**config.mk**
```make
export PLATFORM = sky130hd
export DESIGN_NAME = asdr_spi_port
export DESIGN_NICKNAME = d
export VERILOG_FILES = /design/src/asdr_pkg.sv /design/src/asdr_spi_port.sv
export VERILOG_INCLUDE_DIRS = /design/src
export SDC_FILE = /design/constraint.sdc
export NUM_CORES = 1
export LEC_CHECK = 0
export ABC_AREA = 0
export ABC_CLOCK_PERIOD_IN_PS = 11700
export BUFFER_PORTS_ARGS = -buffer_cell sky130_fd_sc_hd__buf_2
export CELL_PAD_IN_SITES_DETAIL_PLACEMENT = 1
export CELL_PAD_IN_SITES_GLOBAL_PLACEMENT = 1
export CORE_MARGIN = 1
export CORE_UTILIZATION = 49
export DETAILED_ROUTE_END_ITERATION = 10
export HOLD_SLACK_MARGIN = 0.08
export PLACE_DENSITY_LB_ADDON = 0.1
export SETUP_SLACK_MARGIN = 0.4
export SYNTH_ARGS = -nofsm -noshare
export SYNTH_HDL_FRONTEND = slang
export SYNTH_SLANG_ARGS = --single-unit
```
**constraint.sdc**
```tcl
create_clock -name sys_clk -period 11.7 [get_ports sys_clk]
set_input_delay 0 -clock sys_clk [delete_from_list [all_inputs] [get_ports sys_clk]]
set_output_delay 0 -clock sys_clk [all_outputs]
set_load 0.05 [all_outputs]
```
**src/asdr_defines.svh**
```systemverilog
/*
 * Constants of the converter serial host port: clock rate, command codes,
 * timing counts and reset values.
 * Assumes a 20 MHz system clock that also stands for the master clock.
 */
// Behaviour
// - SPI mode 1: change on rise, sample on fall
// - Chip select high resets frame, tri-states pin
// - Data-ready output ignores chip select level
// - Shared pin carries read data during read
// - Shared pin mirrors data-ready while selected
// - Auto-reset: byte must finish within timeout
// - Completed byte rearms timeout on next rise
// - Clock held low for timeout resets frame
// - Auto-reset runs only when enabled, default off
// - Continuous: ready high at start, low per result
// - Unread result: ready pulses high sixteen cycles
// - Late old read delays fall, sets status
// - Pulse mode: ready stays low through reads
// - Status ready set only for unread result
// - Response: status, three result bytes, check
// - Status byte prepended only when append enabled
// - Results 24-bit two's complement, MSB first
// - Command executes after byte two or four
`ifndef ASDR_DEFINES_SVH
`define ASDR_DEFINES_SVH

// Master clock rate, documented timeout figure and ready pulse length
`define ASDR_CLK_HZ 20000000
`define ASDR_TIMEOUT_CYC 65536
`define ASDR_READY_PULSE_CYC 16
// Command opcodes handled by this port
`define ASDR_CMD_READ_DATA 8'h12
`define ASDR_CMD_READ_STATUS 8'h21
// CRC-8 polynomial low bits and preset
`define ASDR_CRC_POLY 8'h07
`define ASDR_CRC_INIT 8'hFF
// Status byte bit that reports new data
`define ASDR_STAT_READY_BIT 2

`endif

```
**src/asdr_pkg.sv**
```systemverilog
/*
 * Types of the converter serial host port.
 * Assumes the defines header is compiled alongside.
 */
package asdr_pkg;
    // Frame phases of the serial port
    typedef enum logic [1:0] {
        ASDR_CMD = 2'b00,
        ASDR_RESP = 2'b01,
        ASDR_DONE = 2'b10
    } asdr_phase_e;
endpackage

```
**src/asdr_spi_port.sv**
```systemverilog
/*
 * Serial host port of a converter: mode 1 shift logic, chip-select and
 * auto-reset of the frame, data-ready sequencing and the shared pin.
 * Assumes the conversion core gives a start level, a one-cycle result
 * strobe, a 24-bit result and an early-warning strobe 16 cycles ahead.
 */
`timescale 1ns/100ps
`include "asdr_defines.svh"

module asdr_spi_port (
    // Clock and reset
    input wire logic sys_clk,
    input wire logic sys_rst,
    // Serial link pins
    input wire logic cs_n,
    input wire logic sclk,
    input wire logic din,
    output logic shared_output_ready_pin_o,
    output logic shared_output_ready_pin_oe_n,
    output logic conv_ready_n,
    // Configuration bits
    input wire logic spi_autoreset_en,
    input wire logic status_append_en,
    input wire logic crc_en,
    input wire logic pulse_mode,
    input wire logic [7:0] status_other,
    // Conversion core
    input wire logic conv_running,
    input wire logic result_soon,
    input wire logic result_valid,
    input wire logic [23:0] result_data,
    // Status
    output logic status_ready,
    output logic cmd_strobe,
    output logic [7:0] cmd_byte
);
    // Two-stage synchronisers for the link pins
    logic [1:0] cs_s_q, sclk_s_q, din_s_q;
    always_ff @(posedge sys_clk) begin
        if (sys_rst) begin
            cs_s_q <= 2'h3;
            sclk_s_q <= 2'h0;
            din_s_q <= 2'h0;
        end else begin
            cs_s_q <= {cs_s_q[0], cs_n};
            sclk_s_q <= {sclk_s_q[0], sclk};
            din_s_q <= {din_s_q[0], din};
        end
    end

    // Edge detection works on the second stage only
    logic sclk_d1_q;
    always_ff @(posedge sys_clk) begin
        if (sys_rst) sclk_d1_q <= 1'b0;
        else sclk_d1_q <= sclk_s_q[1];
    end
    logic cs_act, sclk_rise, sclk_fall;
    assign cs_act = ~cs_s_q[1];
    assign sclk_rise = sclk_s_q[1] & ~sclk_d1_q;
    assign sclk_fall = ~sclk_s_q[1] & sclk_d1_q;

    // Auto-reset timer; counts system clocks, so it needs no link edges
    logic [16:0] to_cnt_q;
    logic to_run_q;
    logic [2:0] bit_cnt_q;
    logic frame_rst;
    logic timeout_hit, idle_hit;
    assign timeout_hit = to_run_q && to_cnt_q >= 17'(`ASDR_TIMEOUT_CYC);
    assign idle_hit = !to_run_q && !sclk_s_q[1] && to_cnt_q >= 17'(`ASDR_TIMEOUT_CYC);
    assign frame_rst = !cs_act || (spi_autoreset_en && (timeout_hit || idle_hit));

    // Timer: armed by the first rise of a byte, cleared when it completes
    always_ff @(posedge sys_clk) begin
        if (sys_rst || !spi_autoreset_en || frame_rst) begin
            to_cnt_q <= 17'h0;
            to_run_q <= 1'b0;
        end else if (sclk_rise && bit_cnt_q == 3'h0 && !to_run_q) begin
            to_cnt_q <= 17'h0;
            to_run_q <= 1'b1;
        end else if (sclk_fall && bit_cnt_q == 3'h7) begin
            to_cnt_q <= 17'h0;
            to_run_q <= 1'b0;
        end else if (!to_run_q && sclk_s_q[1]) begin
            to_cnt_q <= 17'h0; // Clock high breaks an idle-low stretch
        end else if (to_cnt_q != 17'h1FFFF) begin
            to_cnt_q <= to_cnt_q + 17'h1;
        end
    end

    // Receive shifter, sampled on falling edges
    logic [7:0] rx_q;
    logic [1:0] byte_idx_q;
    logic byte_done;
    logic [7:0] rx_full;
    assign rx_full = {rx_q[6:0], din_s_q[1]};
    assign byte_done = sclk_fall && bit_cnt_q == 3'h7;
    always_ff @(posedge sys_clk) begin
        if (sys_rst || frame_rst) begin
            rx_q <= 8'h0;
            bit_cnt_q <= 3'h0;
        end else if (sclk_fall) begin
            rx_q <= rx_full;
            bit_cnt_q <= bit_cnt_q + 3'h1;
        end
    end

    // Command phase and byte counting
    asdr_pkg::asdr_phase_e phase_q;
    logic [7:0] op_q;
    logic [2:0] resp_left_q;
    logic exec;
    assign exec = byte_done && phase_q == asdr_pkg::ASDR_CMD &&
                  byte_idx_q == (crc_en ? 2'h3 : 2'h1);
    logic is_rdata, is_rstat;
    assign is_rdata = op_q == `ASDR_CMD_READ_DATA;
    assign is_rstat = op_q == `ASDR_CMD_READ_STATUS;

    // Response length: read data is optional status, three result bytes, optional check; status read is status, optional check
    logic [2:0] resp_len;
    always_comb begin
        if (is_rdata) resp_len = 3'h3 + {2'h0, status_append_en} + {2'h0, crc_en};
        else if (is_rstat) resp_len = 3'h1 + {2'h0, crc_en};
        else resp_len = 3'h0;
    end

    // Frame state: incomplete frames vanish on frame reset
    always_ff @(posedge sys_clk) begin
        if (sys_rst || frame_rst) begin
            phase_q <= asdr_pkg::ASDR_CMD;
            byte_idx_q <= 2'h0;
            op_q <= 8'h0;
            resp_left_q <= 3'h0;
        end else if (byte_done) begin
            case (phase_q)
                asdr_pkg::ASDR_CMD: begin
                    if (byte_idx_q == 2'h0) op_q <= rx_full;
                    if (exec) begin
                        byte_idx_q <= 2'h0;
                        resp_left_q <= resp_len;
                        phase_q <= (resp_len != 3'h0) ? asdr_pkg::ASDR_RESP : asdr_pkg::ASDR_CMD;
                    end else begin
                        byte_idx_q <= byte_idx_q + 2'h1;
                    end
                end
                asdr_pkg::ASDR_RESP: begin
                    resp_left_q <= resp_left_q - 3'h1;
                    if (resp_left_q == 3'h1) phase_q <= asdr_pkg::ASDR_DONE;
                end
                asdr_pkg::ASDR_DONE: phase_q <= asdr_pkg::ASDR_CMD;
                default: phase_q <= asdr_pkg::ASDR_CMD;
            endcase
        end
    end

    // Result holding and new-data flag; a fresh result beats the clear
    logic [23:0] held_q;
    logic new_q, late_hold_q;
    logic read_start, read_end;
    assign read_start = exec && is_rdata;
    assign read_end = byte_done && phase_q == asdr_pkg::ASDR_RESP &&
                      resp_left_q == 3'h1 && is_rdata;
    logic [23:0] pend_q; // Result that arrived while a read was shifting out
    logic soon_q;
    always_ff @(posedge sys_clk) begin
        if (sys_rst) begin
            held_q <= 24'h0;
            new_q <= 1'b0;
            late_hold_q <= 1'b0;
        end else begin
            if (result_valid && !(phase_q == asdr_pkg::ASDR_RESP && is_rdata)) begin
                held_q <= result_data;
                new_q <= 1'b1;
                late_hold_q <= 1'b0;
            end else if (result_valid) begin
                late_hold_q <= 1'b1; // Old data out; land after the read
            end else if (read_end && late_hold_q) begin
                late_hold_q <= 1'b0;
                held_q <= pend_q; // Late result lands now
                new_q <= 1'b1;
            end else if (read_start) begin
                new_q <= 1'b0;
            end
        end
    end
    // Every arriving result is captured here at once; a mid-read one reaches held_q when the read finishes
    always_ff @(posedge sys_clk) begin
        if (sys_rst) pend_q <= 24'h0;
        else if (result_valid) pend_q <= result_data;
    end
    assign status_ready = new_q;

    // Data-ready output sequencing, independent of chip select
    logic rdy_n_q;
    always_ff @(posedge sys_clk) begin
        if (sys_rst) begin
            rdy_n_q <= 1'b1;
            soon_q <= 1'b0;
        end else if (!conv_running) begin
            rdy_n_q <= 1'b1;
            soon_q <= 1'b0;
        end else if (result_valid && !late_hold_q &&
                     !(phase_q == asdr_pkg::ASDR_RESP && is_rdata)) begin
            rdy_n_q <= 1'b0;
            soon_q <= 1'b0;
        end else if (read_end && late_hold_q) begin
            rdy_n_q <= 1'b0;
        end else if (read_end && !pulse_mode) begin
            rdy_n_q <= 1'b1;
        end else if (result_soon && !pulse_mode) begin
            rdy_n_q <= 1'b1;
            soon_q <= 1'b1;
        end
    end
    assign conv_ready_n = rdy_n_q;

    // Response byte source and check byte
    logic [7:0] stat_byte, tx_byte, crc_q;
    // New-data bit is frozen at execution, before the read itself clears it
    logic stat_new_q;
    always_ff @(posedge sys_clk) begin
        if (sys_rst) stat_new_q <= 1'b0;
        else if (exec) stat_new_q <= new_q | result_valid;
    end
    // The flag replaces its bit of the other status bits rather than merging
    assign stat_byte = (status_other & ~(8'h01 << `ASDR_STAT_READY_BIT)) |
                       (8'(stat_new_q) << `ASDR_STAT_READY_BIT);
    always_comb begin
        tx_byte = crc_q;
        if (is_rstat && resp_left_q == resp_len) tx_byte = stat_byte;
        else if (is_rdata) begin
            case (resp_len - resp_left_q - {2'h0, status_append_en})
                3'h0: tx_byte = held_q[23:16];
                3'h1: tx_byte = held_q[15:8];
                3'h2: tx_byte = held_q[7:0];
                default: tx_byte = crc_q;
            endcase
            if (status_append_en && resp_left_q == resp_len) tx_byte = stat_byte;
        end
    end

    // Transmit shifter, loaded per byte and changed on rising edges
    logic [7:0] tx_q;
    logic [7:0] crc_next;
    always_comb begin
        crc_next = crc_q;
        for (int i = 7; i >= 0; i--) begin
            crc_next = (crc_next[7] ^ tx_byte[i]) ?
                       ((crc_next << 1) ^ `ASDR_CRC_POLY) : (crc_next << 1);
        end
    end
    always_ff @(posedge sys_clk) begin
        if (sys_rst || frame_rst || exec) begin
            tx_q <= 8'h0;
            crc_q <= `ASDR_CRC_INIT;
        end else if (phase_q == asdr_pkg::ASDR_RESP && sclk_rise && bit_cnt_q == 3'h0) begin
            tx_q <= tx_byte;
            if (resp_left_q != 3'h1 || !crc_en) crc_q <= crc_next;
        end else if (sclk_rise) begin
            tx_q <= {tx_q[6:0], 1'b0};
        end
    end

    // Shared pin: read data during a read, else mirrors data-ready
    always_ff @(posedge sys_clk) begin
        if (sys_rst) begin
            shared_output_ready_pin_o <= 1'b1;
            shared_output_ready_pin_oe_n <= 1'b1;
        end else begin
            shared_output_ready_pin_oe_n <= !cs_act;
            if (phase_q == asdr_pkg::ASDR_RESP)
                shared_output_ready_pin_o <= (sclk_rise && bit_cnt_q == 3'h0) ?
                                             tx_byte[7] : tx_q[7];
            else
                shared_output_ready_pin_o <= rdy_n_q;
        end
    end

    // Command byte report to the core
    always_ff @(posedge sys_clk) begin
        if (sys_rst) begin
            cmd_strobe <= 1'b0;
            cmd_byte <= 8'h0;
        end else begin
            cmd_strobe <= exec;
            if (exec) cmd_byte <= op_q;
        end
    end

    // Assertions
    a_cs_tristate: assert property (@(posedge sys_clk) disable iff (sys_rst)
        !cs_act |=> shared_output_ready_pin_oe_n)
        else $error("shared pin driven while deselected");
    a_frame_clear: assert property (@(posedge sys_clk) disable iff (sys_rst)
        !cs_act |=> bit_cnt_q == 3'h0 && phase_q == asdr_pkg::ASDR_CMD)
        else $error("frame not reset by deselect");
    a_ready_mirror: assert property (@(posedge sys_clk) disable iff (sys_rst)
        phase_q != asdr_pkg::ASDR_RESP |=> shared_output_ready_pin_o == $past(rdy_n_q))
        else $error("shared pin not mirroring ready");
    a_autorst_off: assert property (@(posedge sys_clk) disable iff (sys_rst)
        !spi_autoreset_en |=> to_cnt_q == 17'h0)
        else $error("timer runs while disabled");
    a_timeout_fire: assert property (@(posedge sys_clk) disable iff (sys_rst)
        spi_autoreset_en && cs_act && timeout_hit |=> bit_cnt_q == 3'h0)
        else $error("timeout did not reset frame");
    a_rearm_byte: assert property (@(posedge sys_clk) disable iff (sys_rst)
        spi_autoreset_en && cs_act && byte_done |=> !to_run_q)
        else $error("timer not rearmed after byte");
    a_pulse_low: assert property (@(posedge sys_clk) disable iff (sys_rst)
        pulse_mode && conv_running && !rdy_n_q && !result_soon |=> !rdy_n_q)
        else $error("pulse mode ready rose without start");
    a_ready_new: assert property (@(posedge sys_clk) disable iff (sys_rst)
        result_valid && !(phase_q == asdr_pkg::ASDR_RESP) |=> status_ready)
        else $error("status ready not set on new result");
    a_cmd_exec: assert property (@(posedge sys_clk) disable iff (sys_rst)
        exec |=> cmd_strobe ##1 !cmd_strobe)
        else $error("command strobe not one cycle");
    c_read_data: cover property (@(posedge sys_clk) read_start ##[1:1000] read_end);
    c_auto_reset: cover property (@(posedge sys_clk) spi_autoreset_en && timeout_hit);
    c_late_read: cover property (@(posedge sys_clk) late_hold_q && read_end);
    c_ready_pulse: cover property (@(posedge sys_clk) soon_q && result_valid);
endmodule

```
; ---- Word-level counts from Yosys, hierarchy flattened
; Cells that the tools add are included.
[word_totals]
register_bits = 129
in_bits = 44
output_inout_bits = 13
[op_classes]
add_sub_neg = 9
n_lt_le_gt_ge = 1
n_eq_ne = 14
mux = 41
bitwise_logic = 23
n_reduce_logical = 61
[ops]
columns = cell, n
row1 = 2-to-1 mux 24 bit, 3
row2 = 2-to-1 mux 8 bit, 5
row3 = 2-to-1 mux 3 bit, 10
row4 = logical AND 1 bit, 25
row5 = inverter 3 bit, 8
row6 = one-hot mux 8 bit (3 select lines), 1
row7 = adder 17 x 1 -> 17 bit (second input constant), 1
row8 = greater-or-equal comparator 17 bit (second input constant), 1
row9 = inequality test 17 bit (second input constant), 1
row10 = 2-to-1 mux 1 bit, 15
row11 = 2-to-1 mux 2 bit, 5
row12 = nonzero test 2 bit, 5
row13 = AND reduction 3 bit, 3
row14 = equality test 8 x 5 -> 1 bit (second input constant), 1
row15 = equality test 8 x 6 -> 1 bit (second input constant), 1
row16 = OR 8 x 3 -> 8 bit, 1
row17 = AND reduction 2 bit, 4
row18 = bitwise XOR 1 bit, 8
row19 = logical NOT 1 bit, 7
row20 = logical OR 1 bit, 7
row21 = equality test 3 x 1 -> 1 bit (second input constant), 2
row22 = logical NOT 3 bit, 2
row23 = one-hot mux 3 bit (2 select lines), 1
row24 = nonzero test 3 bit, 2
row25 = other kinds (24), 30

; ---- Logic depth before layout (Yosys ltp)
; Gate-level depths: netlist (run 1).
[depth]
word_depth = 26
ltp_mapped = 20

; ---- Worst setup path before layout (run 1)
; Ideal clock, no wire load.
[synth_path]
path_type = register -> register
startpoint = reg op_q[5]
endpoint = reg crc_q[2]
arrival_time_ns = 3.854
t_required_ns = 11.568
slack_ns = 7.715
path_stages_with_launch = 19
period_less_slack_ns = 3.985
cell_sequence = dfxtp_1 > nand4bb_1 > o22ai_1 > nand2_1 > inv_1 > fa_1 > inv_1 > fa_1 > buf_1 > mux2_2 > o22ai_1 > o21ai_0 > nand4b_1 > o2bb2ai_1 > o211ai_1 > or3_1 > a21oi_1 > o21a_1 > o21ai_1
[synth_between]
elab_chain_cells = 16
elab_cells_between_ends = 29
[synth_rtl]
columns = element, line_no
row1 = "start, declared", asdr_spi_port.sv:109  ; logic [7:0] op_q;
row2 = "start signal, assigned", asdr_spi_port.sv:136  ; if (byte_idx_q == 2'h0) op_q <= rx_full;
row3 = equality test 8 x 6 -> 1 bit (no source line), --
row4 = 2-to-1 mux 2 bit, asdr_spi_port.sv:122  ; else if (is_rstat) resp_len = 3'h1 + {2'h0, crc_en};
row5 = 2-to-1 mux 3 bit, asdr_spi_port.sv:121  ; if (is_rdata) resp_len = 3'h3 + {2'h0, status_append_en} + {2'h0, crc_en};
row6 = subtractor 3 bit, asdr_spi_port.sv:231  ; case (resp_len - resp_left_q - {2'h0, status_append_en})
row7 = subtractor 3 x 1 -> 3 bit, asdr_spi_port.sv:231
row8 = "equality test 3 x 2 -> 1 bit, or another cell as far along", asdr_spi_port.sv:231
row9 = one-hot mux 8 bit (3 select lines), asdr_spi_port.sv:231
row10 = 2-to-1 mux 8 bit, asdr_spi_port.sv:237  ; if (status_append_en && resp_left_q == resp_len) tx_byte = stat_byte;
row11 = 2-to-1 mux 8 bit, asdr_spi_port.sv:230  ; else if (is_rdata) begin
row12 = 2-to-1 mux 8 bit *, asdr_spi_port.sv:229  ; if (is_rstat && resp_left_q == resp_len) tx_byte = stat_byte;
row13 = bitwise XOR 1 bit, asdr_spi_port.sv:247  ; crc_next = (crc_next[7] ^ tx_byte[i]) ?
row14 = 2-to-1 mux 3 bit, asdr_spi_port.sv:247
row15 = bitwise XOR 1 bit or inverter 3 bit (tied branches), --
row16 = 2-to-1 mux 3 bit, asdr_spi_port.sv:247
row17 = inverter 3 bit (no source line) or bitwise XOR 1 bit (tied branches), --
row18 = 2-to-1 mux 3 bit *, asdr_spi_port.sv:247
row19 = "end signal, assigned", asdr_spi_port.sv:254  ; crc_q <= `ASDR_CRC_INIT;
row20 = "end signal, assigned", asdr_spi_port.sv:257  ; if (resp_left_q != 3'h1 || !crc_en) crc_q <= crc_next;
row21 = "end, declared", asdr_spi_port.sv:217  ; logic [7:0] stat_byte, tx_byte, crc_q;
; Mark *: on every way between the ends. The rest lies on a longest branch, timed or not.
; A chain may end at the register's enable or synchronous reset.

; ---- Worst setup path in the final report (run 1)
; Same ends and word-level chain as after synthesis.

==> results_dict.tcl, run 1 <==
set metrics [dict create \
    cp_max_fo 13 \
    reg2reg_from "op_q[5]" \
    hold_start "sys_rst" \
    layout.nets 880 \
    slowest_stage "fa_1" \
    wl_per_cell_um 19.3 \
    place_congestion 0.866 \
    fmax_ghz 0.212 \
    clk_transition_reported_paths_ps 60 \
    clk_latency_ps 420 \
    grt_pass1_wl_um 31500 \
    cts_tree "yes" \
    io_pins 57 \
    syn-cell-area_um2 6410 \
    grt_pass1_vias 6292 \
    dp_hpwl_um 12800 \
    syn_inst 757 \
    path_class "flip-flop to flip-flop" \
    p_per_area_nw_per_um2 137 \
    htree_levels 4 \
    hold-worst-slack_ps 201 \
    ys.flop_type "dfxtp_1" \
    p_leak_nw 3.01 \
    status "finished, final reports clean" \
    cp-start-kind "flip-flop" \
    numPortBuffers 55 \
    clockBufferDepth 2 \
    synthesis.nets 813 \
    setup_viol 0 \
    drtIter0Drc 274 \
    hold_class "input port to flip-flop" \
    ys_seq_area_frac 0.403 \
    wirelength_um 19400 \
    crit_family "compound AO/OA/AOI/OAI gates" \
    ys_types 64 \
    critPathCaptureType "flip-flop" \
    grt_overflow 0 \
    grt_max_degree 71 \
    route.detailed.drc 0 \
    final.setup.tns_ps 0 \
    track_usage 0.306 \
    maxSlewViolCount 0 \
    slowest_delay_ps 910 \
    die-width_um 116 \
    crit_path_cell_trace "nand4bb_1, o22ai_1, nand2_1, inv_1, fa_1, inv_1, fa_1, mux2_2, o22ai_1, o21ai_0, or3_1, o2bb2ai_1, nand2_1, xnor2_1, a21boi_0, o21a_1, o21ai_1" \
    worst_pin_slew_ps 1290 \
    critical_path_arrival_ps 5010 \
    cts_root_buffer "clkbuf_16" \
    viasPerCell 5.90 \
    rows 41 \
    die_area_um2 13500 \
    die_h_um 116 \
    vias 5949 \
    drive_gt1_frac 0.134 \
    final_antenna_net_count 0 \
    drt_pass1_iterations 7 \
    finalClockSkew_ps 7.76 \
    clock-sinks 129 \
    post-route-min-period_ps 4730 \
    ys_warn_count 0 \
    synth_edf_count 0 \
    core_area_um2 12700 \
    rsz0062_at_grt "no" \
    syn_to_final_growth_pct 19.8 \
    postCtsSetupRepairBufs 0 \
    cts-buffers-inserted 17 \
    crit_buf_inv 2 \
    slew_headroom 0.135 \
    ir_worst_vdd_mv 0.0940 \
    cts_resized 0 \
    antennaDiodeCount 0 \
    synthArstFlopShare 0 \
    hold_viol 0 \
    cp-startpoint "op_q[5]" \
    synth_seq_cells 129 \
    initial_core_util 0.506 \
    num-fill-cells 1498 \
    critical_path_required_ps 11980 \
    max_cap_violations 0 \
    syn_avg_cell_area_um2 8.46 \
    period_share 0.404 \
    antenna_found_initial 0 \
]
-- layer usage --
layer / part of all wire / GRT usage / vias up
met5: 0 / 0 / -
met4: 0.017 / 0.117 / 0
met3: 0.036 / 0.0659 / 30
met2: 0.51 / 0.541 / 134
met1: 0.44 / 0.360 / 2954
li1: - / - / 2831
-- final timing paths --
check	endpoint	slack, ps	cells past startpoint
worst max-delay path	crc_q[2]	6970	17
worst min-delay path	sclk_d1_q	200	3
worst max register to register	crc_q[2]	6970	17
worst min register to register	cs_s_q[1]	440	1
-- through the flow --
| step | power [mW] | instances | cell area (um^2) | util | worst slack, ps |
|---|---|---|---|---|---|
| after floorplan | 0.508 | 757 | 6410 | - | 7710 |
| final | 1.05 | 1008 | 7670 | 0.606 | 6970 |
| after CTS | 1.05 | 1008 | 7670 | 0.605 | 7020 |
| after global routing | 1.08 | 1008 | 7670 | 0.606 | 6620 |
| after detailed placement | 0.532 | 942 | 6760 | 0.533 | 7050 |
| after global placement | 0.527 | 942 | 6760 | 0.533 | 7240 |
-- Yosys cell counts (all sizes together), types with 5 or more instances --
library cell	count	area, um^2
nand2	82	308
nor2	93	349
nand3b	5	37.5
ha	10	125
o211ai	11	87.6
mux2i	54	541
clkbuf	37	139
xnor2	14	123
dfxtp	129	2580
buf	8	33.8
nand4	12	75.1
o21ai	24	120
a21oi	44	220
nor2b	11	68.8
mux2	6	67.6
nand3	31	155
o22ai	10	62.6
nor3	13	75.1
and3	7	43.8
xor2	16	140
nor4	5	46.3
a211oi	28	210
or3	8	55.1
a31oi	10	62.6
or2	5	31.3
inv	23	86.3
nand2b	7	43.8
-- flip-flops by register name (all words and copies together) (netlist names), 3 cells and up --
name / cells
tx_q: 8
op_q: 8
rx_q: 7
pend_q: 24
crc_q: 8
to_cnt_q: 17
cmd_byte: 8
bit_cnt_q: 3
held_q: 24
resp_left_q: 3
-- placed cells by master, fill, tap and decap left out, drive strengths merged, types with 12 or more instances in the layout --
master,Yosys,routed
a211oi,28,28
a21oi,44,44
buf,8,58
clkbuf,37,21
dfxtp,129,129
dlygate4sd3,0,35
inv,23,24
mux2i,54,54
nand2,82,82
nand3,31,31
nand4,12,12
nor2,93,93
nor3,13,13
o21ai,24,24
xnor2,14,14
xor2,16,16
-- cell type report --
| cell class | count | area (um^2) | share of cell area |
|---|---|---|---|
| Clock inverter | 10 | 111 | 0.0145 |
| Multi-Input combinational cell | 560 | 3580 | 0.466 |
| Inverter | 23 | 86.3 | 0.0113 |
| Tap cell | 172 | 215 | 0.0280 |
| Clock buffer | 21 | 450 | 0.0587 |
| Timing Repair Buffer | 93 | 648 | 0.0845 |
| Sequential cell | 129 | 2580 | 0.337 |
-- report_power, final --
part | switching, mW | internal [mW]
Combinational | 0.0422 | 0.0327
Sequential | 0.00826 | 0.452
Clock | 0.197 | 0.316
Total | 0.248 | 0.801
-- cells by family (layout without fill, tap and decap cells) --
group | count (synthesis) | in the layout | share of synthesized area
AND/OR/NAND/NOR | 290 | 290 | 0.218
flip-flops | 129 | 129 | 0.403
multiplexers | 60 | 60 | 0.0949
buffers and inverters | 68 | 147 | 0.0404
XOR/XNOR | 30 | 30 | 0.0410
adder cells (fa/ha/maj) | 12 | 12 | 0.0258
AO/OA/AOI/OAI | 168 | 168 | 0.177
-- worst reg2reg max path: cells and delay by family (launching register included) --
kind | cells | cell delay (ps)
AOI/OAI and AO/OA | 7 | 1360
adders and majority gates | 2 | 1090
and+or+nand+nor | 4 | 910
muxes | 1 | 430
DFF | 1 | 360
xor gates and xnor gates | 1 | 240
buffers and inverters | 2 | 190
-- timing repair --
action / in CTS / in global routing
endpoints found under the hold margin: 58 / 0
hold buffers: 35 / 0
setup endpoints to repair: 0 / 0
Power figures use the tool's default switching activity.
==> run 2, diff against run 1 <==
ABC_CLOCK_PERIOD_IN_PS = 3810   (was 11700)
CORE_UTILIZATION = 41   (was 49)
clock period = 3.81 ns   (was 11.7 ns; I/O delays follow)
==> run 2 against run 1 <==
  * Core utilization is 2.8 points lower
  * Combinational power grew to 3.8 times the previous value
  * Sequential power grew to 3.1 times the previous value
  * Worst setup slack worse by 6900 ps
  * Critical endpoint unchanged
  * Largest power group unchanged
  * Highest routed layer is now met5
==> results_dict.tcl, run 2 (synthesis results as in run 1) <==
set metrics [dict create \
    fmax_ghz 0.265 \
    initial_core_util 0.421 \
    mostFrequentLayoutCells "123 x dfxtp_1, 93 x nor2_1, 78 x nand2_1" \
    reg_top3 "held_q x24, pend_q x24, to_cnt_q x17" \
    place_congestion 0.864 \
    vias 6171 \
    rsz0062_at_grt "yes" \
    die_h_um 127 \
    core_area_um2 15200 \
    io_pins 57 \
    hold-worst-slack_ps 143 \
    finalClockSkew_ps 9.96 \
    clockBufferDepth 2 \
    p_comb_frac 0.084 \
    critical_path_required_ps 4080 \
    clock-sinks 129 \
    track_usage 0.264 \
    antenna_found_initial 1 \
    p_sw_frac 0.250 \
    cts_tree "yes" \
    cts-buffers-inserted 17 \
    final_util 0.577 \
    hold_class "input port to flip-flop" \
    cp-start-kind "flip-flop" \
    crit_path_cell_trace "nand4bb_4, o22ai_4, nand2_2, inv_2, fa_2, inv_2, fa_2, buf_6, buf_6, mux2_4, o22ai_4, o21ai_2, nand4b_1, o2bb2ai_2, o211ai_1, or3_1, a21oi_2, o21a_1, o21ai_1" \
    hold_viol 0 \
    slew_headroom 0.394 \
    worst_pin_slew_ps 908 \
    period_share 0.991 \
    die-width_um 127 \
    wl_per_cell_um 19.1 \
    numPortBuffers 55 \
    clk_transition_reported_paths_ps 60 \
    grt_max_degree 70 \
    final_common_cell "dfxtp_1" \
    grt_overflow 0 \
    crit_buf_inv 4 \
    wirelength_um 20800 \
    grt_pass1_vias 6587 \
    htree_levels 4 \
    dp_hpwl_um 13400 \
    die_area_um2 16100 \
    setup_viol 0 \
    drtIter0Drc 326 \
    critPathCaptureType "flip-flop" \
    critical_path_arrival_ps 4050 \
    post-route-min-period_ps 3770 \
    cp_max_fo 4 \
    layout.nets 943 \
    cts_root_buffer "clkbuf_16" \
    p_leak_nw 3.44 \
    clk_latency_ps 430 \
    p_seq_frac 0.423 \
    viasPerCell 5.67 \
    antennaDiodeCount 0 \
    crit_family "compound AO/OA/AOI/OAI gates" \
    drive_gt1_frac 0.272 \
    final.setup.tns_ps 0 \
    slowest_delay_ps 590 \
    p_int_mw 2.51 \
    path_class "flip-flop to flip-flop" \
    power_switching_uw 839 \
    grt_pass1_wl_um 33400 \
    syn_to_final_growth_pct 37.0 \
    route.detailed.drc 0 \
    slowest_stage "fa_2" \
    maxSlewViolCount 0 \
    pwr-share-clk 0.493 \
    rows 45 \
    final_antenna_net_count 0 \
    ir_worst_vdd_mv 0.303 \
    max_cap_violations 0 \
    drt_pass1_iterations 4 \
    p_per_area_nw_per_um2 382 \
    status "finished, final reports clean" \
]
run 2: cell count changes in the layout (fill, tap and decap cells not counted), sizes merged:
cell      before  now
buf           58  121
clkbuf        21   18
inv           24   27
clkinv         4    6
clkinvlp       3    2
run 2: repair_timing:
item,4_1_cts,5_1_grt
hold endpoints to repair,57,1
pin swaps,45,27
gates resized for setup,76,26
endpoints found under the setup margin,10,13
hold buffers,34,1
cloned,0,0
setup buffers,17,6
run 2: final timing paths:
check	to	from	cells past startpoint	slack, ps
worst min-delay path	tx_q[0]	status_other[0]	5	140
worst max register to register	crc_q[2]	op_q[1]	19	40
worst max-delay path	crc_q[2]	op_q[1]	19	40
worst min register to register	cs_s_q[1]	cs_s_q[0]	1	410
run 2: routing by layer:
layer	track usage	vias to the layer above	share of wire
met1	0.322	3073	0.45
met2	0.462	95	0.51
met5	0	-	0.00048
met3	0.0490	35	0.027
li1	-	2966	-
met4	0.102	2	0.022
run 2: through the flow:
step	worst slack [ps]	total power, mW	instances	area (um^2)
6_report	36.0	3.35	1088	8770
5_1_grt	-111	3.46	1088	8770
4_1_cts	106	3.36	1081	8570
3_5_place_dp	-65.4	1.64	998	7140
3_3_place_gp	53.8	1.63	998	7140
2_1_floorplan	283	1.57	757	6480
run 2: layout make-up:
class | count | area (um^2)
Sequential cell | 129 | 2590
Tap cell | 188 | 235
Inverter | 23 | 86.3
Fill cell | 1751 | 6430
Multi-Input combinational cell | 560 | 4100
Clock buffer | 18 | 439
Clock inverter | 14 | 154
Timing Repair Buffer | 156 | 1170
run 2: worst reg2reg max path, cell delays in order, from the launching register on:
cell and delay, ps:
dfxtp_2 330, nand4bb_4 240, o22ai_4 180, nand2_2 80, inv_2 80, fa_2 190
inv_2 40, fa_2 600, buf_6 130, buf_6 90, mux2_4 300, o22ai_4 120
o21ai_2 80, nand4b_1 120, o2bb2ai_2 120, o211ai_1 190, or3_1 380, a21oi_2 170
o21a_1 120, o21ai_1 50
run 2: power by group through the flow:
stage / Combinational, mW / Clock, mW / Sequential, mW
2_1_floorplan: 0.128 / 0 / 1.44
3_3_place_gp: 0.193 / 0 / 1.44
3_5_place_dp: 0.202 / 0 / 1.44
4_1_cts: 0.265 / 1.68 / 1.42
5_1_grt: 0.305 / 1.73 / 1.42
6_report: 0.283 / 1.65 / 1.42
==> run 3, diff against run 2 <==
GPL_TIMING_DRIVEN = 0   (was not set)
==> run 3 against run 2 <==
  * Combinational power shrank 4%
  * Global-route usage rose by 0.47 points
  * Maximum frequency decreased by 2.7%
  * Final cell count about the same
  * The flow now finishes with violations (negative setup slack)
  * Clock skew increased by 2.9 ps
  * Critical path depth fell by 2
==> results_dict.tcl, run 3 (synthesis results as in run 1) <==
set metrics [dict create \
    status "complete, but fails checks" \
    violations "negative setup slack" \
    critical_path_required_ps 4090 \
    path_class "flip-flop to flip-flop" \
    die_area_um2 16100 \
    syn_to_final_growth_pct 31.8 \
    cts_root_buffer "clkbuf_16" \
    drive_gt1_frac 0.218 \
    slew_headroom 0.434 \
    setup_slack_ps -69.7 \
    p_sw_frac 0.255 \
    antennaDiodeCount 0 \
    numPortBuffers 53 \
    htree_levels 4 \
    p_seq_frac 0.448 \
    ir_worst_vdd_mv 0.325 \
    max_cap_violations 0 \
    p_per_area_nw_per_um2 374 \
    place_area_um2 6980 \
    reg_top3 "held_q x24, pend_q x24, to_cnt_q x17" \
    finalClockSkew_ps 12.8 \
    wirelength_um 20900 \
    clk_transition_reported_paths_ps 60 \
    cts-buffers-inserted 17 \
    critical_path_arrival_ps 4160 \
    final_common_cell "dfxtp_1" \
    grt_pass1_wl_um 33600 \
    hold_class "input port to flip-flop" \
    setup_viol 3 \
    initial_core_util 0.421 \
    num-fill-cells 1739 \
    post-route-min-period_ps 3880 \
    io_pins 57 \
    fmax_ghz 0.258 \
    drtIter0Drc 369 \
    p_comb_frac 0.086 \
    power_switching_uw 804 \
    critPathCaptureType "flip-flop" \
    wl_per_cell_um 19.2 \
    viasPerCell 5.71 \
    final.setup.tns_ps -81.6 \
    place_congestion 0.873 \
    rsz0062_at_grt "yes" \
    slowest_stage "fa_2" \
    final_antenna_net_count 0 \
    clk_latency_ps 430 \
    slowest_delay_ps 610 \
    crit_path_cell_trace "nand4bb_4, o22ai_4, nand2_2, inv_2, fa_2, inv_2, fa_2, buf_6, mux2i_4, nand2b_1, o21ai_0, o2111ai_1, o211a_1, or3_1, a21oi_2, o21a_1, o21ai_1" \
    p_total_mw 3.15 \
    die_h_um 127 \
    grt_overflow 0 \
    track_usage 0.269 \
    mostFrequentLayoutCells "122 x dfxtp_1, 93 x nor2_1, 78 x nand2_1" \
    core_area_um2 15200 \
    cp_max_fo 6 \
    p_leak_nw 3.25 \
    vias 6222 \
    hold_viol 0 \
    antenna_found_initial 0 \
    period_share 1.02 \
    drt_pass1_iterations 4 \
    worst_pin_slew_ps 849 \
    cp-start-kind "flip-flop" \
    dp_hpwl_um 14300 \
    maxSlewViolCount 0 \
    rows 45 \
    p_int_mw 2.35 \
    cts_tree "yes" \
    layout.nets 946 \
    clock-sinks 129 \
    grt_max_degree 17 \
    final_cell_area_um2 8440 \
    clockBufferDepth 2 \
    grt_pass1_vias 6544 \
    pwr-share-clk 0.466 \
    hold-worst-slack_ps 137 \
    die-width_um 127 \
    route.detailed.drc 0 \
]
## run 3: final cells by class
cell class | count | area [um^2] | area share
Multi-Input combinational cell | 560 | 3980 | 0.472
Inverter | 23 | 86.3 | 0.0102
Clock buffer | 18 | 439 | 0.0520
Sequential cell | 129 | 2600 | 0.308
Buffer | 45 | 189 | 0.0224
Timing Repair Buffer | 114 | 823 | 0.0975
Tap cell | 188 | 235 | 0.0279
Clock inverter | 12 | 87.6 | 0.0104
## run 3: worst paths after layout
check,start,to,cells after the start,slack (ps)
worst max-delay path,op_q[4],crc_q[2],17,-70
worst min-delay path,sys_rst,shared_output_ready_pin_oe_n,2,140
worst max register to register,op_q[4],crc_q[2],17,-70
worst min register to register,cs_s_q[0],cs_s_q[1],1,410
## run 3: through the flow
step,utilization,std cells,worst slack (ps)
2_1_floorplan,-,757,283
3_5_place_dp,0.459,998,-329
4_1_cts,0.541,1078,31.1
6_report,0.555,1089,-69.7
3_3_place_gp,0.459,998,-360
5_1_grt,0.555,1089,-223
## run 3: routing by layer
metal | part of all wire | GRT usage
met1 | 0.47 | 0.346
met2 | 0.48 | 0.454
met3 | 0.036 | 0.0549
met4 | 0.019 | 0.0819
met5 | 0 | 0
## run 3: worst max-delay path: cells and delay by family, from the launching register on
family                   cells  cell delay (ps)
multiplexers                 1              270
adder cells (fa/ha/maj)      2              810
AND/OR/NAND/NOR              4              790
AO/OA/AOI/OAI                7             1210
flip-flops                   1              360
buffers and inverters        3              300
## run 3: what timing repair did
item | in CTS | in global routing
gates cloned | 1 | 0
resized for setup | 50 | 29
buffers inserted | 15 | 11
hold buffers | 34 | 0
pin swaps | 26 | 20
endpoints found under the hold margin | 57 | 0
endpoints found under the setup margin | 17 | 16
## run 3: power groups by stage
| stage | Sequential (mW) | Combinational, mW | Clock, mW |
|---|---|---|---|
| global placement | 1.44 | 0.200 | 0 |
| detailed placement | 1.44 | 0.208 | 0 |
| CTS | 1.41 | 0.257 | 1.50 |
| finish | 1.41 | 0.272 | 1.47 |
| floorplan | 1.44 | 0.128 | 0 |
| global route | 1.42 | 0.293 | 1.56 |
